**src/logic/dma_lane_pkg.sv**
```systemverilog
// shared constants and types for the dma lane, error and status block
package dma_lane_pkg;
    localparam int NUM_CHAN = 8;
    localparam logic [31:0] REG_BASE = 32'hA000_0000;
    localparam logic [31:0] BLOCK_MASK = 32'hFFFF_FF00;
    localparam logic [7:0] OFS_STATUS = 8'h00;
    localparam logic [7:0] OFS_CLEAR = 8'h04;
    localparam logic [7:0] OFS_CONFIG = 8'h08;
    localparam logic [7:0] OFS_REQSEL = 8'h0C;
    localparam logic [31:0] STATUS_RESET = 32'h0000_0000;
    localparam logic [31:0] CONFIG_RESET = 32'h0000_0000;
    localparam logic [7:0] REQSEL_RESET = 8'h00;
    localparam int BIT_ANY = 0;
    localparam int BIT_DONE = 1;
    localparam int BIT_HALF = 2;
    localparam int BIT_ERR = 3;
    localparam int CFG_EN = 0;
    localparam int CFG_DONE_IE = 1;
    localparam int CFG_HALF_IE = 2;
    localparam int CFG_ERR_IE = 3;
    localparam int FIFO_DEPTH = 16;
    localparam logic [2:0] SIZE_BYTE = 3'h0;
    localparam logic [2:0] SIZE_HALF = 3'h1;
    localparam logic [2:0] SIZE_WORD = 3'h2;
    localparam logic [1:0] TRANS_NONSEQ = 2'h2;
    localparam logic [1:0] RESP_OKAY = 2'h0;
    localparam logic [1:0] RESP_ERROR = 2'h1;

    // one pending write from the transfer engine
    typedef struct packed {
        logic [31:0] addr;
        logic [2:0] size;
        logic [31:0] data;
        logic [2:0] chan;
    } wr_item_s;

    // per-channel engine events, one cycle each
    typedef struct packed {
        logic done;
        logic half;
        logic err;
    } chan_evt_s;
endpackage

```
**src/logic/dma_lane_fifo.sv**
```systemverilog
// parameterised valid/ready fifo held in flip-flops
`timescale 1ns/1ps
`default_nettype none
module dma_lane_fifo #(
    parameter int WIDTH = 8,
    parameter int DEPTH = 16
) (
    input wire logic clk,
    input wire logic srst,
    input wire logic inValid,
    output logic inReady,
    input wire logic [WIDTH-1:0] inData,
    output logic outValid,
    input wire logic outReady,
    output logic [WIDTH-1:0] outData
);
    localparam int AW = $clog2(DEPTH);
    logic [WIDTH-1:0] mem_ff [DEPTH];
    logic [AW-1:0] wrPtr_ff;
    logic [AW-1:0] rdPtr_ff;
    logic [AW:0] count_ff;
    wire logic doPush;
    wire logic doPop;
    assign inReady = int'(count_ff) < DEPTH;
    assign outValid = count_ff != '0;
    assign outData = mem_ff[rdPtr_ff];
    assign doPush = inValid && inReady;
    assign doPop = outValid && outReady;
    always_ff @(posedge clk) begin
        if (doPush) begin
            mem_ff[wrPtr_ff] <= inData;
        end
    end
    always_ff @(posedge clk) begin
        if (srst) begin
            wrPtr_ff <= '0;
            rdPtr_ff <= '0;
            count_ff <= '0;
        end else begin
            wrPtr_ff <= doPush ? AW'(int'(wrPtr_ff) + 1) : wrPtr_ff;
            rdPtr_ff <= doPop ? AW'(int'(rdPtr_ff) + 1) : rdPtr_ff;
            count_ff <= (AW+1)'(int'(count_ff) + int'(doPush) - int'(doPop));
        end
    end
endmodule
`default_nettype wire

```
**src/logic/dma_lane_error_irq_status.sv**
```systemverilog
// dma write-lane replication, error handling, request select and status registers
`timescale 1ns/1ps
`default_nettype none
// Function
// - register accesses must be 32-bit, else fault
// - byte and halfword writes replicated on lanes
// - reserved region access flags transfer error
// - transfer error clears channel enable bit
// - error sets flag, irq only if enabled
// - half, done, error each with enable
// - per-channel select between peripheral and adc
// - register block decoded at base 0xA0000000
// - status register offset 0x00, read-only, zero
// - clear register offset 0x04, write-only, zero
// - any-event flag at status bit 4n
// - done flag at status bit 4n+1
// - half flag at status bit 4n+2
// - error flag at status bit 4n+3
// - flags reset zero, software clears writing one
module dma_lane_error_irq_status (
    input wire logic clk,
    input wire logic srst,
    // register slave side (ahb)
    input wire logic hsel,
    input wire logic [31:0] haddr,
    input wire logic [1:0] htrans,
    input wire logic hwrite,
    input wire logic [2:0] hsize,
    input wire logic [31:0] hwdata,
    input wire logic hready,
    output logic [31:0] hrdata,
    output logic hreadyout,
    output logic [1:0] hresp,
    output logic hardFault,
    // engine side
    input wire dma_lane_pkg::chan_evt_s [dma_lane_pkg::NUM_CHAN-1:0] chanEvt,
    input wire logic wrReqValid,
    output logic wrReqReady,
    input wire dma_lane_pkg::wr_item_s wrReq,
    input wire logic rdErr,
    input wire logic [2:0] rdErrChan,
    // master write side (ahb)
    output logic [31:0] mHaddr,
    output logic [1:0] mHtrans,
    output logic mHwrite,
    output logic [2:0] mHsize,
    output logic [31:0] mHwdata,
    input wire logic mHready,
    input wire logic [1:0] mHresp,
    // request mapping and interrupts
    input wire logic [dma_lane_pkg::NUM_CHAN-1:0] periphReq,
    input wire logic adcReq,
    output logic [dma_lane_pkg::NUM_CHAN-1:0] chanReq,
    output logic [dma_lane_pkg::NUM_CHAN-1:0] chanEnable,
    output logic [dma_lane_pkg::NUM_CHAN-1:0] chanIrq
);
    localparam int N = dma_lane_pkg::NUM_CHAN;

    typedef enum logic [1:0] {WR_IDLE, WR_ADDR, WR_DATA} wr_state_e;

    // slave address phase capture
    logic apValid_ff;
    logic apWrite_ff;
    logic [7:0] apOfs_ff;
    logic [31:0] status_ff;
    logic [31:0] config_ff;
    logic [7:0] reqSel_ff;
    logic errPend_ff;
    logic hardFault_ff;
    logic [31:0] hrdata_ff;

    wire logic busTake = hsel && hready && htrans[1];
    wire logic inBlock = (haddr & dma_lane_pkg::BLOCK_MASK) == dma_lane_pkg::REG_BASE;
    wire logic badSize = hsize != dma_lane_pkg::SIZE_WORD;
    wire logic goodTake = busTake && inBlock && !badSize;
    wire logic badTake = busTake && (badSize || !inBlock);
    wire logic clrWrite = apValid_ff && apWrite_ff && apOfs_ff == dma_lane_pkg::OFS_CLEAR;
    wire logic cfgWrite = apValid_ff && apWrite_ff && apOfs_ff == dma_lane_pkg::OFS_CONFIG;
    wire logic selWrite = apValid_ff && apWrite_ff && apOfs_ff == dma_lane_pkg::OFS_REQSEL;
    wire logic [31:0] clrMask = clrWrite ? hwdata : 32'h0000_0000;

    // register read mux; clear register reads zero
    wire logic [31:0] rdMux =
        (haddr[7:0] == dma_lane_pkg::OFS_STATUS) ? status_ff :
        (haddr[7:0] == dma_lane_pkg::OFS_CONFIG) ? config_ff :
        (haddr[7:0] == dma_lane_pkg::OFS_REQSEL) ? {24'h000000, reqSel_ff} :
        32'h0000_0000;

    // write path: fifo then one-deep master pipeline
    wr_state_e wrState_ff;
    dma_lane_pkg::wr_item_s cur_ff;
    dma_lane_pkg::wr_item_s fifoOut;
    logic fifoValid;
    wire logic fifoTake = fifoValid && wrState_ff == WR_IDLE;
    wire logic wrErr = wrState_ff == WR_DATA && mHready && mHresp == dma_lane_pkg::RESP_ERROR;

    dma_lane_fifo #(
        .WIDTH($bits(dma_lane_pkg::wr_item_s)),
        .DEPTH(dma_lane_pkg::FIFO_DEPTH)
    ) wrFifo (
        .clk(clk),
        .srst(srst),
        .inValid(wrReqValid),
        .inReady(wrReqReady),
        .inData(wrReq),
        .outValid(fifoValid),
        .outReady(fifoTake),
        .outData(fifoOut)
    );

    // lane replication for narrow writes
    wire logic [31:0] laneData =
        (cur_ff.size == dma_lane_pkg::SIZE_BYTE) ? {4{cur_ff.data[7:0]}} :
        (cur_ff.size == dma_lane_pkg::SIZE_HALF) ? {2{cur_ff.data[15:0]}} :
        cur_ff.data;

    always_ff @(posedge clk) begin
        if (srst) begin
            wrState_ff <= WR_IDLE;
            cur_ff <= '0;
            mHwdata <= 32'h0000_0000;
        end else begin
            case (wrState_ff)
                WR_IDLE: begin
                    if (fifoValid) begin
                        cur_ff <= fifoOut;
                        wrState_ff <= WR_ADDR;
                    end
                end
                WR_ADDR: begin
                    if (mHready) begin
                        mHwdata <= laneData;
                        wrState_ff <= WR_DATA;
                    end
                end
                WR_DATA: begin
                    if (mHready) begin
                        wrState_ff <= WR_IDLE;
                    end
                end
                default: wrState_ff <= WR_IDLE;
            endcase
        end
    end

    assign mHaddr = cur_ff.addr;
    assign mHsize = cur_ff.size;
    assign mHwrite = wrState_ff == WR_ADDR;
    assign mHtrans = (wrState_ff == WR_ADDR) ? dma_lane_pkg::TRANS_NONSEQ : 2'h0;

    // reserved region errors from read and write phases, per channel
    wire logic [N-1:0] errHit;
    wire logic [N-1:0] doneHit;
    wire logic [N-1:0] halfHit;
    logic [31:0] nxt_status;
    logic [31:0] nxt_config;
    genvar g;
    generate
        for (g = 0; g < N; g++) begin : chanGen
            assign errHit[g] = chanEvt[g].err
                || (rdErr && rdErrChan == 3'(g))
                || (wrErr && cur_ff.chan == 3'(g));
            assign doneHit[g] = chanEvt[g].done;
            assign halfHit[g] = chanEvt[g].half;
            // set beats clear; zero bits of the clear word leave flags alone
            assign nxt_status[4*g+dma_lane_pkg::BIT_ANY] = (errHit[g] || doneHit[g] || halfHit[g])
                || (status_ff[4*g+dma_lane_pkg::BIT_ANY] && !clrMask[4*g+dma_lane_pkg::BIT_ANY]);
            assign nxt_status[4*g+dma_lane_pkg::BIT_DONE] = doneHit[g]
                || (status_ff[4*g+dma_lane_pkg::BIT_DONE] && !clrMask[4*g+dma_lane_pkg::BIT_DONE]);
            assign nxt_status[4*g+dma_lane_pkg::BIT_HALF] = halfHit[g]
                || (status_ff[4*g+dma_lane_pkg::BIT_HALF] && !clrMask[4*g+dma_lane_pkg::BIT_HALF]);
            assign nxt_status[4*g+dma_lane_pkg::BIT_ERR] = errHit[g]
                || (status_ff[4*g+dma_lane_pkg::BIT_ERR] && !clrMask[4*g+dma_lane_pkg::BIT_ERR]);
            // software writes the config nibble; an error clears enable
            assign nxt_config[4*g+3:4*g] = errHit[g]
                ? ((cfgWrite ? hwdata[4*g+3:4*g] : config_ff[4*g+3:4*g]) & 4'hE)
                : (cfgWrite ? hwdata[4*g+3:4*g] : config_ff[4*g+3:4*g]);
            assign chanEnable[g] = config_ff[4*g+dma_lane_pkg::CFG_EN];
            assign chanReq[g] = reqSel_ff[g] ? adcReq : periphReq[g];
            assign chanIrq[g] =
                (status_ff[4*g+dma_lane_pkg::BIT_DONE] && config_ff[4*g+dma_lane_pkg::CFG_DONE_IE])
                || (status_ff[4*g+dma_lane_pkg::BIT_HALF] && config_ff[4*g+dma_lane_pkg::CFG_HALF_IE])
                || (status_ff[4*g+dma_lane_pkg::BIT_ERR] && config_ff[4*g+dma_lane_pkg::CFG_ERR_IE]);
        end
    endgenerate

    always_ff @(posedge clk) begin
        if (srst) begin
            status_ff <= dma_lane_pkg::STATUS_RESET;
            config_ff <= dma_lane_pkg::CONFIG_RESET;
            reqSel_ff <= dma_lane_pkg::REQSEL_RESET;
        end else begin
            status_ff <= nxt_status;
            config_ff <= nxt_config;
            reqSel_ff <= selWrite ? hwdata[7:0] : reqSel_ff;
        end
    end

    // slave pipeline: two-cycle error response for bad size or address
    always_ff @(posedge clk) begin
        if (srst) begin
            apValid_ff <= 1'b0;
            apWrite_ff <= 1'b0;
            apOfs_ff <= 8'h00;
            errPend_ff <= 1'b0;
            hardFault_ff <= 1'b0;
            hrdata_ff <= 32'h0000_0000;
        end else begin
            apValid_ff <= goodTake;
            apWrite_ff <= hwrite;
            apOfs_ff <= haddr[7:0];
            errPend_ff <= badTake;
            hardFault_ff <= busTake && inBlock && badSize;
            hrdata_ff <= (goodTake && !hwrite) ? rdMux : 32'h0000_0000;
        end
    end

    logic errSecond_ff;
    always_ff @(posedge clk) begin
        if (srst) begin
            errSecond_ff <= 1'b0;
        end else begin
            errSecond_ff <= errPend_ff;
        end
    end

    assign hrdata = hrdata_ff;
    assign hreadyout = !errPend_ff;
    assign hresp = (errPend_ff || errSecond_ff) ? dma_lane_pkg::RESP_ERROR
                                                : dma_lane_pkg::RESP_OKAY;
    assign hardFault = hardFault_ff;
endmodule
`default_nettype wire

```
**config.mk**
```make
export PLATFORM = sky130hd
export DESIGN_NAME = dma_lane_error_irq_status
export DESIGN_NICKNAME = d
export VERILOG_FILES = /design/src/logic/dma_lane_pkg.sv /design/src/logic/dma_lane_fifo.sv /design/src/logic/dma_lane_error_irq_status.sv
export SDC_FILE = /design/constraint.sdc
export NUM_CORES = 2
export LEC_CHECK = 0
export ABC_AREA = 1
export BUFFER_PORTS_ARGS = -buffer_cell sky130_fd_sc_hd__buf_4
export CAP_MARGIN = 20
export CORE_ASPECT_RATIO = 2
export CORE_MARGIN = 3
export CORE_UTILIZATION = 50
export CTS_BUF_LIST = sky130_fd_sc_hd__clkbuf_16
export DETAILED_ROUTE_END_ITERATION = 10
export GPL_TIMING_DRIVEN = 0
export PLACE_DENSITY = 0.81
export SETUP_SLACK_MARGIN = 0.3
export SLEW_MARGIN = 5
export SYNTH_ARGS = -nofsm -noshare
export SYNTH_HDL_FRONTEND = slang
export SYNTH_HIERARCHICAL = 1
export SYNTH_SLANG_ARGS = --single-unit
export TNS_END_PERCENT = 30
```
**constraint.sdc**
```tcl
create_clock -name clk -period 4.35 [get_ports clk]
set_input_delay 0.435 -clock clk [delete_from_list [all_inputs] [get_ports clk]]
set_output_delay 0.435 -clock clk [all_outputs]
set_load 0.05 [all_outputs]
```
==> After elaboration in Yosys (flattened, before gate mapping) <==
Memory sizes are Yosys's and may differ from the RTL's. A register that Yosys moved wholly into a read port is not among the register bits.
Cells that the tools add are included.
{ "word_totals": {"mem_count": 1, "input_bits": 185, "ff_bits": 164, "mem_bits_rw": 1120} }
{ "op_classes": {"n_lt_le_gt_ge": 1, "n_eq_ne": 28, "n_reduce_logical": 224, "mux": 30, "n_addsub": 4, "n_bitwise": 1} }
{ "mem_list": {"columns": ["memory", "depth", "word_bits", "rd", "rd_clocked_by_memory_dff", "wr", "line", "rtl"], "rows": [
  ["wrFifo.mem_ff", 16, 70, 1, 1, 1, "dma_lane_fifo.sv:18", "logic [WIDTH-1:0] mem_ff [DEPTH];"]
]} }
{ "ops": {"columns": ["cell", "count"], "rows": [
  ["$mux W32", 5],
  ["$logic_and A1 B1 Y1", 88],
  ["$logic_or A1 B1 Y1", 82],
  ["$logic_not A1 Y1", 36],
  ["$eq A8 B4 Y1 const B", 4],
  ["$mux W4", 8],
  ["$eq A24 B24 Y1 const B", 1],
  ["$eq A3 B3 Y1 const B", 8],
  ["$reduce_or A2 Y1", 9],
  ["$eq A3 B2 Y1 const B", 4],
  ["$mux W1", 11],
  ["$eq A3 B1 Y1 const B", 3],
  ["$logic_not A3 Y1", 3],
  ["$add A4 B1 Y4 const B", 2],
  ["$eq A8 B3 Y1 const B", 1],
  ["$logic_not A8 Y1", 1],
  ["$mux W2", 4],
  ["$mux W8", 1],
  ["$pmux W2 S3", 1],
  ["$add A5 B1 Y5", 1],
  ["$lt A5 B5 Y1 const B", 1],
  ["$reduce_bool A5 Y1", 1],
  ["$sub A5 B2 Y5", 1],
  ["$eq A2 B1 Y1 const B", 2],
  ["other kinds (8)", 10]
]} }

==> Logic depth before layout (Yosys ltp) <==
{ "logic_depth": {"ltp_word": 8, "ltp_mapped": 19, "ltp_nobuf": 18} }

==> Hierarchy <==
Netlist, hierarchy kept.
{ "by_module_without_submodules": {"columns": ["module", "area_each_um2", "n_inst", "cells_per_inst"], "rows": [
  ["dma_lane_fifo", 48504.0, 1, 4632],
  ["dma_lane_error_irq_status", 9371.5, 1, 1305]
]} }

==> Worst setup path before layout <==
No wires, ideal clock.
{ "synth_path": {"path_kind": "in2reg", "from": "in wrReqValid", "to": "mem wrFifo/mem_ff[11][0] (netlist name) (enable)", "path_buffers": 0, "path_slack_ps": 30, "t_arrival_ps": 3821, "stages": 4, "setup_time_ps": 499, "cell_sequence": "inv_1 -> nor2_1 -> nand3_1 -> nor2_1"} }
{ "synth_between": {"elab_chain_len": 3} }
{ "synth_lines": {"columns": ["element", "line", "rtl"], "rows": [
  ["from (decl)", "dma_lane_error_irq_status.sv:37", "input wire logic wrReqValid,"],
  ["$logic_and A1 B1 Y1", "dma_lane_fifo.sv:27", "assign doPush = inValid && inReady;"],
  ["$mux W1", "dma_lane_fifo.sv:30", "if (doPush) begin"],
  ["$mux W1 (implied by the code)", "dma_lane_fifo.sv:31", "mem_ff[wrPtr_ff] <= inData;"],
  ["to (decl)", "dma_lane_fifo.sv:18", null]
]} }
No other way between the ends.

==> Worst setup path after layout <==
{ "layout_path": {"from": "reg wrFifo.count_ff[2]", "to": "reg wrFifo.count_ff[4]"} }
{ "layout_between": {"elab_chain_len": 4, "elab_cells_between_ends": 7, "classes_between": "2 x add/sub; 1 x order compare; 4 x reduce/logical"} }
{ "layout_lines": {"columns": ["element", "line", "rtl"], "rows": [
  ["from (decl)", "dma_lane_fifo.sv:21", "logic [AW:0] count_ff;"],
  ["from (signal assigned)", "dma_lane_fifo.sv:42", "count_ff <= (AW+1)'(int'(count_ff) + int'(doPush) - int'(doPop));"],
  ["$reduce_bool A5 Y1", "dma_lane_fifo.sv:25", "assign outValid = count_ff != '0;"],
  ["net fifoValid", "dma_lane_error_irq_status.sv:93", "logic fifoValid;"],
  ["$logic_and A1 B1 Y1", "dma_lane_error_irq_status.sv:94", "wire logic fifoTake = fifoValid && wrState_ff == WR_IDLE;"],
  ["net fifoTake", "dma_lane_error_irq_status.sv:94", null],
  ["$logic_and A1 B1 Y1", "dma_lane_fifo.sv:28", "assign doPop = outValid && outReady;"],
  ["$sub A5 B2 Y5", "dma_lane_fifo.sv:42", null]
]} }
The timed path passes the listed nets, and every way through them passes these cells.
A chain may end at the register's enable or synchronous reset.

==> impl_metrics.csv <==
group,metric,value,unit
setup_path,cp_max_fo,11,
grt,grt_first_pass_wirelength,269.5,mm
setup_path,crit_type,"reg -> reg",
layout,n_fill_cell,8795,
route,drt_first_pass_iters,6,
power,sw_frac_of_total,36.24,%
synthesis,synth-edff-count,1120,
power,ir_drop,0.0003511,V
sta,rsz0062_at_grt,"false",
setup_path,crit_arrival,4.43,ns
power,p_leak,29.40,nW
synthesis,synth_area,57880,um^2
setup_path,cpMaxStageDelayCell,"a21boi_2",
route,routed_wl,188.4,mm
setup_path,critical_path_buf_inv_count,5,
grt,first_global_vias,45040,
setup_path,slowest_delay,0.45,ns
layout,drive_above_1_share,12.37,%
clock_network,htreeDepth,3,
place,dpl.hpwl,132.1,mm
synthesis,ys_seq_elements,1358,
grt,grt_max_degree,28,
sta,tightest_slew,1.221,ns
sta,fin_tns_setup,0,ns
synthesis,synthTopCellsByCount,"nand2_1 (1697), edfxtp_1 (1120), inv_1 (964)",
clock_network,clk-insertion-delay-late,0.76,ns
setup_path,crit_chain,"inv_1 -> ha_1 -> inv_1 -> nor2_1 -> nand2_1 -> nand2_1 -> inv_1 -> clkbuf_2 -> a21boi_2 -> ha_1 -> inv_1 -> ha_1 -> fa_1 -> nand2_1 -> a21oi_1 -> nor2_1 -> nand2_1 -> nand2_1 -> nor2_1",
layout,synthToLayoutAreaGrowth,17.36,%
floorplanning,die_x,246.6,um
power,p_comb_share,30.7,%
sta,finalMaxSlewViolations,0,
clock_network,cts-root-buf,"clkbuf_16",
place,gp_congestion,0.9376,
route,wire_per_inst,23.19,um
setup_path,start_kind,"flip-flop",
sta,hold_slack,0.01057,ns
setup_path,end_kind,"flip-flop",
clock_network,cts_tree,"yes",
grt,antenna_found_initial,12,
clock_network,cts_buffers,108,
layout,fin_area,67920,um^2
place,placed_area,63260,um^2
synthesis,yosysMostFrequentCell,"nand2_1",
run,cap_violations,0,
synthesis,yosys_warnings,6,
layout,layout.cells.non_filler,8124,
power,power,36.09,mW
floorplanning,die_area,120100,um^2
route,first_iter_violations,5306,
setup_path,crit_top_cell,"nand2_1",
synthesis,synthTopCellsByArea,"edfxtp_1 (58%), nand2_1 (11%), dfxtp_1 (8.2%)",
synthesis,post-synth-top-area-cell,"edfxtp_1",
layout,final_util,59.43,%
sta,max_freq,265.3,MHz
power,net-switching-power,13.08,mW
route,drcViolationCount,0,
clock_network,cts_sinks,1358,
synthesis,synthFlopType,"edfxtp_1",
sta,skew,0.04292,ns
power,seqPwrFrac,41.8,%
place,portBuffers,312,
worst_hold_path,hold_class,"in -> reg",
setup_path,cp.required,5.01,ns
grt,overflow,0,
power,powerDensity,531.4,nW/um^2
synthesis,synth_area_per_cell,9.748,um^2
setup_path,cp_top_family,"adder cells",
synthesis,seq_area_frac_synth,66.34,%
floorplanning,start_util,50.64,%
floorplanning,core_area,114300,um^2
place,dp.cells,7803,
grt,gr-usage-all-layers,30.64,%
layout,nets,6718,
sta,slew_headroom,18.58,%
sta,hold_viol_final,0,
route,vias_per_cell,5.581,
run_status,status,"completed",
route,via_count,45340,
synthesis,synthDistinctLibCells,37,
floorplanning,fp-row-count,175,
sta,fin_ws,0.5801,ns
synthesis,synth_top_area_share,58.11,%
synthesis,synth_async_sr_flop_share,0,%
sta,min_period_over_period,86.66,%
sta,period_needed,3.770,ns
place,pre_cts_slack,0.3310,ns
synthesis,syn_inst,5937,
route,ant_nets,0,
clock_network,clock_path_buffers,3,
power,p_int,23.01,mW
sta,finalSetupViolCount,0,
clock_network,clkTransAtPathRegs,0.07,ns
power,p_clk_share,27.5,%
floorplanning,io-pin-count,316,
floorplanning,die_h,487.1,um
## per-layer routing
layer	vias to the layer above	part of all wire, %	wire length [um]	GRT usage, %
met5	-	0.020	37	0
met4	6	10	19100	26.72
met3	990	10	19300	6.441
met2	3294	50	93480	53.42
met1	20830	30	56450	30.56
li1	20220	-	-	-
## flip-flops by register name, indices dropped and copies added (netlist names), named ones only
name             count
mHsize               3
cur_ff              35
wrFifo/mem_ff     1120
errSecond_ff         1
errPend_ff           1
hardFault            1
wrState_ff           2
mHaddr              32
apWrite_ff           1
hrdata              32
config_ff           32
wrFifo/count_ff      5
reqSel_ff            8
mHwdata             32
apOfs_ff             8
apValid_ff           1
wrFifo/wrPtr_ff      4
wrFifo/rdPtr_ff      4
status_ff           32
## path summary, 6_finish.rpt
kind	end	from	depth (start not counted)	slack (ns)
setup / recovery	wrFifo/count_ff[4]	wrFifo/count_ff[2]	19	0.58
hold / removal	config_ff[23]	hwdata[23]	3	0.01
setup reg to reg	wrFifo/count_ff[4]	wrFifo/count_ff[2]	19	0.58
hold reg to reg	cur_ff[17]	cur_ff[17]	2	0.46
## worst min-delay path, stage by stage
cell,delay [ns]
buf_4,0.10
o21ai_0,0.10
nor2_1,0.09
## cell usage in the layout, fill, tap and decap left out, drive strengths merged, types with 2 or more instances in the layout
master,netlist,routed
dfxtp,238,238
nor2,350,350
nand2,1699,1699
edfxtp,1120,1120
nand4,13,13
nand3,939,939
o22ai,8,8
a21oi,84,84
xor2,2,2
bufinv,0,12
dlygate4sd3,0,111
nor3,7,7
inv,975,993
o211ai,10,10
clkbuf,81,190
clkinv,2,59
mux2,8,8
clkinvlp,0,8
o21ai,122,122
diode,0,6
conb,1,2
ha,11,11
buf,261,622
## timing repair
item	in CTS	in global routing
hold buffers	110	1
hold endpoints to repair	620	1
resized for setup	0	4
endpoints found under the setup margin	0	4
setup buffers	0	0
## cells by family (layout without fill, tap and decap cells)
kind of cell             after synthesis  count (layout)  share of synthesized area [%]
multiplexers                           8               8                         0.1557
AND/OR/NAND/NOR                     3011            3011                          21.80
flip-flops                          1358            1358                          66.34
other                                  1               8                       0.006479
XOR/XNOR                               2               2                        0.03027
buffers and inverters               1319            1995                          9.370
adder cells (fa/ha/maj)               12              12                         0.2724
AO/OA/AOI/OAI                        226             226                          2.024
## cell type report
type / count / area, um^2 / area share [%]
clock buffer: 108 / 2703 / 3.979
timing repair buffer: 473 / 4494 / 6.617
buffer: 342 / 1757 / 2.586
tap: 1504 / 1882 / 2.771
multi-input combinational: 3261 / 14180 / 20.88
inverter: 977 / 3667 / 5.399
sequential: 1358 / 38400 / 56.53
clock inverter: 95 / 824.5 / 1.214
antenna: 6 / 15.01 / 0.02211
## power by group through the flow
stage / Sequential, mW / Combinational (mW) / Clock (mW)
finish: 15.1 / 11.1 / 9.93
global route: 15.1 / 11.7 / 10.4
CTS: 15.1 / 10.7 / 9.98
detailed placement: 15.3 / 10.5 / 0
global placement: 15.4 / 10.1 / 0
floorplan: 15.5 / 6.23 / 0
Note: power is estimated with default switching activity, not from simulation.
